<file path="src/stc_consts.vh">
// constants for the switch tuning configuration register bank
`ifndef STC_CONSTS_VH
`define STC_CONSTS_VH
`define STC_OFS_CTLA 8'h00A8
`define STC_OFS_CTLB 8'h00AC
`define STC_OFS_TMR 8'h00B0
`define STC_OFS_MODE 8'h00B4
`define STC_RST_CTLA 32'h0400_1060
`define STC_RST_CTLB 32'h0400_0800
`define STC_RST_RPL 12'h000
`define STC_RST_ACK 14'h0000
`define STC_RST_THR 2'h1
`define STC_RST_PMC 6'h00
`define STC_RPL_MSB 11
`define STC_RPL_EN 12
`define STC_CAPD_LSB 13
`define STC_CAPD_MSB 15
`define STC_ACK_LSB 16
`define STC_ACK_MSB 29
`define STC_ACK_EN 30
`define STC_VGA 31
`define STC_SF 0
`define STC_THR_LSB 1
`define STC_THR_MSB 2
`define STC_ARB 3
`define STC_CRD 4
`define STC_ORD_PORT 5
`define STC_ORD_TAG 6
`define STC_PMC_LSB 8
`define STC_PMC_MSB 13
`define STC_RXP 14
`define STC_CPP 15
`define STC_CRD_ONE 2'h1
`define STC_CRD_TWO 2'h2
`define STC_THR_W 2
`endif

</file>
<file path="src/stc_fwd_point.v">
// cut-through start point from packet length and threshold code
`include "stc_consts.vh"
module stc_fwd_point (
  // packet info
  input wire [11:0] pkt_len,
  input wire slow_to_fast,
  input wire [`STC_THR_W-1:0] thr_code,
  // result
  output wire [11:0] start_cycle
);
  wire [11:0] mid;
  wire [11:0] adv;
  assign mid = {1'b0, pkt_len[11:1]};
  assign adv = slow_to_fast ? {10'h000, thr_code} : 12'h000;
  assign start_cycle = (mid > adv) ? (mid - adv) : 12'h000;
endmodule

</file>
<file path="src/stc_regs.v">
// switch tuning configuration registers with their control outputs
`include "stc_consts.vh"
// Notes on behaviour
// - 12-bit user replay value in bits 11:0, reset zero.
// - replay enable bit 12 selects user value over built-in limit.
// - 14-bit ack latency in 29:16, enable in bit 30, reset zero.
// - defaults replaceable by side-port writes or eeprom autoload.
// - bit 31 vga enable, read-only, resets one, eeprom only alters.
// - mode bit 0 set means store-and-forward, clear cut-through.
// - threshold applies when forwarding slow port to fast port.
// - code 0 midpoint, 1..3 start that many cycles earlier; reset 01.
// - arbitration bit set holds current grant while request pending.
// - bit clear moves to requesting port with enough credit.
// - credit bit set releases one credit per update, else two.
// - bit 5 enforces ordering across egress ports.
// - bit 6 enforces ordering among completions of different tags.
module stc_regs (
  // clock and reset
  input wire clock,
  input wire resetn,
  // configuration access from host
  input wire cfg_wr,
  input wire cfg_rd,
  input wire [7:0] cfg_addr,
  input wire [3:0] cfg_be,
  input wire [31:0] cfg_wdata,
  output reg [31:0] cfg_rdata,
  // side port default override
  input wire smb_wr,
  input wire [7:0] smb_addr,
  input wire [31:0] smb_wdata,
  // eeprom autoload
  input wire ee_wr,
  input wire [7:0] ee_addr,
  input wire [31:0] ee_wdata,
  // built-in limits
  input wire [11:0] def_replay_limit,
  input wire [13:0] def_ack_limit,
  // forwarding datapath info
  input wire [11:0] pkt_len,
  input wire slow_to_fast,
  // arbiter status
  input wire [3:0] arb_req,
  input wire [3:0] arb_credit_ok,
  input wire arb_advance,
  // tuning outputs
  output wire [11:0] replay_limit,
  output wire [13:0] ack_limit,
  output wire store_forward,
  output wire [11:0] fwd_start_cycle,
  output reg [3:0] arb_grant,
  output wire [1:0] credit_per_update,
  output wire order_cross_port,
  output wire order_cpl_tag,
  output wire vga_enable
);
  reg [31:0] ctla_r;
  reg [31:0] ctlb_r;
  reg [11:0] rpl_r;
  reg rpl_en_r;
  reg [2:0] capd_r;
  reg [13:0] ack_r;
  reg ack_en_r;
  reg vga_r;
  reg sf_r;
  reg [1:0] thr_r;
  reg arb_r;
  reg crd_r;
  reg ordp_r;
  reg ordt_r;
  reg [5:0] pmc_r;
  reg rxp_r;
  reg cpp_r;
  reg [3:0] arb_grant_nxt;

  function [31:0] bemerge;
    input [31:0] old;
    input [31:0] nw;
    input [3:0] be;
    begin
      bemerge = {be[3] ? nw[31:24] : old[31:24], be[2] ? nw[23:16] : old[23:16],
                 be[1] ? nw[15:8] : old[15:8], be[0] ? nw[7:0] : old[7:0]};
    end
  endfunction

  // next port after cur, rotating, among eligible
  function [3:0] rr_pick;
    input [3:0] cur;
    input [3:0] elig;
    reg [7:0] dbl;
    reg [3:0] res;
    integer i;
    integer off;
    integer j;
    begin
      dbl = {elig, elig};
      res = 4'h0;
      off = (cur[1] ? 1 : 0) + (cur[2] ? 2 : 0) + (cur[3] ? 3 : 0);
      for (i = 3; i >= 0; i = i - 1) begin
        j = (i + 1 + off) % 4;
        // nearest eligible port after the current one wins
        if (dbl[i + 1 + off]) begin
          res = 4'h0;
          res[j] = 1'b1;
        end
      end
      rr_pick = res;
    end
  endfunction

  // write source: eeprom first, then side port, then host
  wire ee_hit_tmr = ee_wr && (ee_addr == `STC_OFS_TMR);
  wire ee_hit_mode = ee_wr && (ee_addr == `STC_OFS_MODE);
  wire sm_hit_tmr = smb_wr && (smb_addr == `STC_OFS_TMR);
  wire sm_hit_mode = smb_wr && (smb_addr == `STC_OFS_MODE);
  wire h_tmr = cfg_wr && (cfg_addr == `STC_OFS_TMR);
  wire h_mode = cfg_wr && (cfg_addr == `STC_OFS_MODE);
  wire [31:0] tmr_cur = {vga_r, ack_en_r, ack_r, capd_r, rpl_en_r, rpl_r};
  wire [31:0] mode_cur = {16'h0000, cpp_r, rxp_r, pmc_r, 1'b0, ordt_r, ordp_r,
                          crd_r, arb_r, thr_r, sf_r};
  wire [31:0] tmr_w = ee_hit_tmr ? ee_wdata : sm_hit_tmr ? smb_wdata
                      : bemerge(tmr_cur, cfg_wdata, cfg_be);
  wire [31:0] mode_w = ee_hit_mode ? ee_wdata : sm_hit_mode ? smb_wdata
                       : bemerge(mode_cur, cfg_wdata, cfg_be);
  wire tmr_we = ee_hit_tmr | sm_hit_tmr | h_tmr;
  wire mode_we = ee_hit_mode | sm_hit_mode | h_mode;
  wire aux_we = ee_hit_tmr | sm_hit_tmr;
  wire maux_we = ee_hit_mode | sm_hit_mode;

  always @(posedge clock or negedge resetn) begin
    if (!resetn) begin
      ctla_r <= `STC_RST_CTLA;
      ctlb_r <= `STC_RST_CTLB;
      rpl_r <= `STC_RST_RPL;
      rpl_en_r <= 1'b0;
      capd_r <= 3'h0;
      ack_r <= `STC_RST_ACK;
      ack_en_r <= 1'b0;
      vga_r <= 1'b1;
      sf_r <= 1'b0;
      thr_r <= `STC_RST_THR;
      arb_r <= 1'b0;
      crd_r <= 1'b0;
      ordp_r <= 1'b0;
      ordt_r <= 1'b0;
      pmc_r <= `STC_RST_PMC;
      rxp_r <= 1'b0;
      cpp_r <= 1'b0;
    end else begin
      if (cfg_wr && cfg_addr == `STC_OFS_CTLA)
        ctla_r <= bemerge(ctla_r, cfg_wdata, cfg_be);
      if (cfg_wr && cfg_addr == `STC_OFS_CTLB)
        ctlb_r <= bemerge(ctlb_r, cfg_wdata, cfg_be);
      if (tmr_we) begin
        rpl_r <= tmr_w[`STC_RPL_MSB:0];
        rpl_en_r <= tmr_w[`STC_RPL_EN];
        ack_r <= tmr_w[`STC_ACK_MSB:`STC_ACK_LSB];
        ack_en_r <= tmr_w[`STC_ACK_EN];
      end
      if (aux_we)
        capd_r <= tmr_w[`STC_CAPD_MSB:`STC_CAPD_LSB];
      if (ee_hit_tmr)
        vga_r <= ee_wdata[`STC_VGA];
      if (mode_we) begin
        sf_r <= mode_w[`STC_SF];
        thr_r <= mode_w[`STC_THR_MSB:`STC_THR_LSB];
        arb_r <= mode_w[`STC_ARB];
        crd_r <= mode_w[`STC_CRD];
        ordp_r <= mode_w[`STC_ORD_PORT];
        ordt_r <= mode_w[`STC_ORD_TAG];
        pmc_r <= mode_w[`STC_PMC_MSB:`STC_PMC_LSB];
      end
      if (maux_we) begin
        rxp_r <= mode_w[`STC_RXP];
        cpp_r <= mode_w[`STC_CPP];
      end
    end
  end

  always @* begin
    cfg_rdata = 32'h0000_0000;
    if (cfg_rd) begin
      case (cfg_addr)
        `STC_OFS_CTLA: cfg_rdata = ctla_r;
        `STC_OFS_CTLB: cfg_rdata = ctlb_r;
        `STC_OFS_TMR: cfg_rdata = tmr_cur;
        `STC_OFS_MODE: cfg_rdata = mode_cur;
        default: cfg_rdata = 32'h0000_0000;
      endcase
    end
  end

  assign replay_limit = rpl_en_r ? rpl_r : def_replay_limit;
  assign ack_limit = ack_en_r ? ack_r : def_ack_limit;
  assign store_forward = sf_r;
  assign credit_per_update = crd_r ? `STC_CRD_ONE : `STC_CRD_TWO;
  assign order_cross_port = ordp_r;
  assign order_cpl_tag = ordt_r;
  assign vga_enable = vga_r;

  stc_fwd_point u_fwd (
    .pkt_len(pkt_len),
    .slow_to_fast(slow_to_fast),
    .thr_code(thr_r),
    .start_cycle(fwd_start_cycle)
  );

  always @* begin
    arb_grant_nxt = arb_grant;
    if (arb_advance) begin
      // hold grant while its request pends
      if (arb_r && |(arb_grant & arb_req))
        arb_grant_nxt = arb_grant;
      else if (|(arb_req & arb_credit_ok))
        arb_grant_nxt = rr_pick(arb_grant, arb_req & arb_credit_ok);
      else
        arb_grant_nxt = arb_grant;
    end
  end

  always @(posedge clock or negedge resetn) begin
    if (!resetn)
      arb_grant <= 4'h1;
    else
      arb_grant <= arb_grant_nxt;
  end
endmodule

</file>
<file path="config.mk">
export PLATFORM = sky130hd
export DESIGN_NAME = stc_regs
export DESIGN_NICKNAME = d
export VERILOG_FILES = /design/src/stc_fwd_point.v /design/src/stc_regs.v
export VERILOG_INCLUDE_DIRS = /design/src
export SDC_FILE = /design/constraint.sdc
export NUM_CORES = 1
export LEC_CHECK = 0
export BUFFER_PORTS_ARGS = -buffer_cell sky130_fd_sc_hd__buf_2
export CAP_MARGIN = 30
export CORE_MARGIN = 2
export CORE_UTILIZATION = 54
export CTS_CLUSTER_SIZE = 12
export DETAILED_ROUTE_END_ITERATION = 12
export GPL_ROUTABILITY_DRIVEN = 0
export PLACE_DENSITY_LB_ADDON = 0.15
export SLEW_MARGIN = 20
export SYNTH_ARGS = -nofsm -noshare
export SYNTH_HDL_FRONTEND = slang
export SYNTH_SLANG_ARGS = --single-unit
</file>
<file path="constraint.sdc">
create_clock -name clock -period 4.83 [get_ports clock]
set_input_delay 0.966 -clock clock [delete_from_list [all_inputs] [get_ports clock]]
set_output_delay 0.966 -clock clock [all_outputs]
set_load 0.05 [all_outputs]
</file>
==> metrics.cfg <==
[run_status]
outcome=finished, final reports clean

[placed_design]
postPlaceCellArea_mm2=0.00820
port_buffers=255
dp_hpwl_um=14600
dp_slack_ps=924

[timing]
final.min_clock_period_ps=3940
setup_viol=0
fmax_mhz=254
hold_viol=0
skew_ps=9.05
slew_headroom=0.490
rsz0062_at_grt=false
worst_slack_ps=888
worst_pin_slew_ps=765
fin_crit_sh=0.816
tns_ps=0
drv_slew=0

[critical_path]
cp-startpoint=cfg_addr[6]
worst-endpoint-arrival_ps=2980
critical_path_class=primary input to output pin
critPathLaunchType=primary input
rrSetupSlack_ps=2220
end_kind=output pin
crit_fanout=38
r2r-start=arb_grant[3]
crit_required_ps=3860

[layout]
syn_to_final_growth_pct=29.1
layout_commonest_cell=buf_2
nFillCells=969
nets=1078
final_cell_mix=buf_2, dfrtp_1, mux2_2
antennaDiodeCount=0
stdcell_area_mm2=0.00879
drive_above_1_share=0.461

[clocking]
cts_tree=built
holdBufCountCts=0
ctsRootBufferMaster=clkbuf_16
htree_num_levels=4
clk_pin_slew_ps=60
cts_buffer_depth=2
clock-sinks=115
cts_setup_buffers=0
insertion_delay_ps=390
post_cts_resized=0
numCtsBuffers=17

[synth]
avgSynthCellArea_um2=10.4
ys_types=57
synth_edf_count=0
async_reset_ff_frac=1.00
yosysWarnings=0
synth_seq_cells=115
ys.flop_type=dfrtp_1
syn_nets=842
syn_inst=653
yosysSeqAreaShare=0.424
netlist_area_mm2=0.00681

[grt]
grt_start_max_net_pins=59
grt_usage=0.307
antenna_found_initial=0
grt_pass1_vias=6543
grt_overflow=0
grt_pass1_wl_um=32500

[floorplanning]
fp.dieH_um=116
io_pins=258
fp.dieW_um=116
start_util=0.546
die-area_mm2=0.0135
coreArea_mm2=0.0125
num_rows=41

[power_and_ir_drop]
p_per_area_mw_per_mm2=372
p_leak_nw=4.27
power.total_mw=3.27
ir_drop_uv=350

[worst_hold_path]
hold_class=primary input to async pin

[route]
ant_nets=0
drt_drc_violations_left=0
routed_wl_um=20900
wl_per_cell_um=19.5
drt_iter0_markers=573
firstDrtPassIters=7
viasPerCell=6.12
vias=6578

[job]
cap_viol_max_count=0

-- Yosys cell counts, types with 4 or more instances --
| cell | instances | area share |
|---|---|---|
| a211oi_1 | 7 | 0.0077 |
| a21o_1 | 7 | 0.0077 |
| a21oi_1 | 39 | 0.029 |
| a222oi_1 | 18 | 0.026 |
| a22oi_1 | 48 | 0.053 |
| a2bb2oi_1 | 17 | 0.022 |
| a311oi_1 | 4 | 0.0051 |
| a31oi_1 | 4 | 0.0037 |
| and2_1 | 9 | 0.0083 |
| and3_1 | 14 | 0.013 |
| buf_1 | 4 | 0.0022 |
| buf_2 | 17 | 0.012 |
| clkbuf_1 | 27 | 0.015 |
| dfrtp_1 | 106 | 0.39 |
| dfstp_2 | 9 | 0.035 |
| ha_1 | 10 | 0.018 |
| inv_1 | 6 | 0.0033 |
| mux2_2 | 97 | 0.16 |
| mux2i_1 | 5 | 0.0074 |
| nand2_1 | 27 | 0.015 |
| nand3_1 | 20 | 0.015 |
| nor2_1 | 50 | 0.028 |
| nor2b_1 | 8 | 0.0074 |
| o21ai_0 | 25 | 0.018 |
| o22ai_1 | 12 | 0.011 |
| o2bb2ai_1 | 7 | 0.0090 |
| o31ai_1 | 5 | 0.0055 |
| or3_1 | 5 | 0.0046 |
| xnor2_1 | 4 | 0.0051 |
-- layer usage --
metal	up-vias	track usage	share of wire
met5	-	0	0
met4	0	0.0921	0.015
met3	29	0.0664	0.077
met2	346	0.544	0.51
met1	3224	0.378	0.39
li1	2979	-	-
-- final cells by class --
class	instances	area (µm²)	share of cell area
multi-input combinational	482	3710	0.422
clock inverter	9	105	0.0120
timing repair buffer	267	1370	0.156
sequential	115	2890	0.329
clock buffer	23	478	0.0544
inverter	6	22.5	0.00256
tap	172	215	0.0245
-- worst paths after layout --
path                                  to  cells past startpoint
max                        cfg_rdata[12]                      7
min                                crd_r                      1
max reg2reg                 arb_grant[3]                      8
min reg2reg                   vga_enable                      2
max in group asynchronous      ctlb_r[1]                      2
min in group clock            vga_enable                      2
-- state kept, by name, indices dropped and copies added (netlist names), 2 cells and up --
register   cells
pmc_r          6
thr_r          2
ack_r         14
ctlb_r        32
capd_r         3
rpl_r         12
arb_grant      4
ctla_r        32
-- cell families after synthesis --
kind of cell               count (synthesis)  synth area share
buffers and inverters                     56            0.0357
adders and majority gates                 11            0.0213
AOI/OAI and AO/OA                        203             0.212
xor gates and xnor gates                   7            0.0110
and+or+nand+nor                          157             0.121
muxes                                    104             0.174
DFF                                      115             0.424
-- power by group --
group          switching [mW]  internal (mW)  leakage [nW]  total, mW
combinational           0.544          0.354          2.46      0.898
sequential             0.0910           1.05          1.54       1.14
clock                   0.426          0.798         0.275       1.22
total                    1.06           2.21          4.27       3.27
-- stage by stage --
stage	utilization	instances	hold WS (ps)
CTS	0.705	1073	343
floorplan	-	653	457
finish	0.705	1074	356
detailed placement	0.658	1041	466
global placement	0.658	1041	467
global route	0.705	1074	336
-- worst max-delay path, cell delays in order --
cell and delay, ps:
buf_2 90, nand4bb_1 380, nor4b_2 310, buf_4 470, a22oi_1 170, a21oi_1 270
buf_2 310
(Power assumes the default switching activity.)
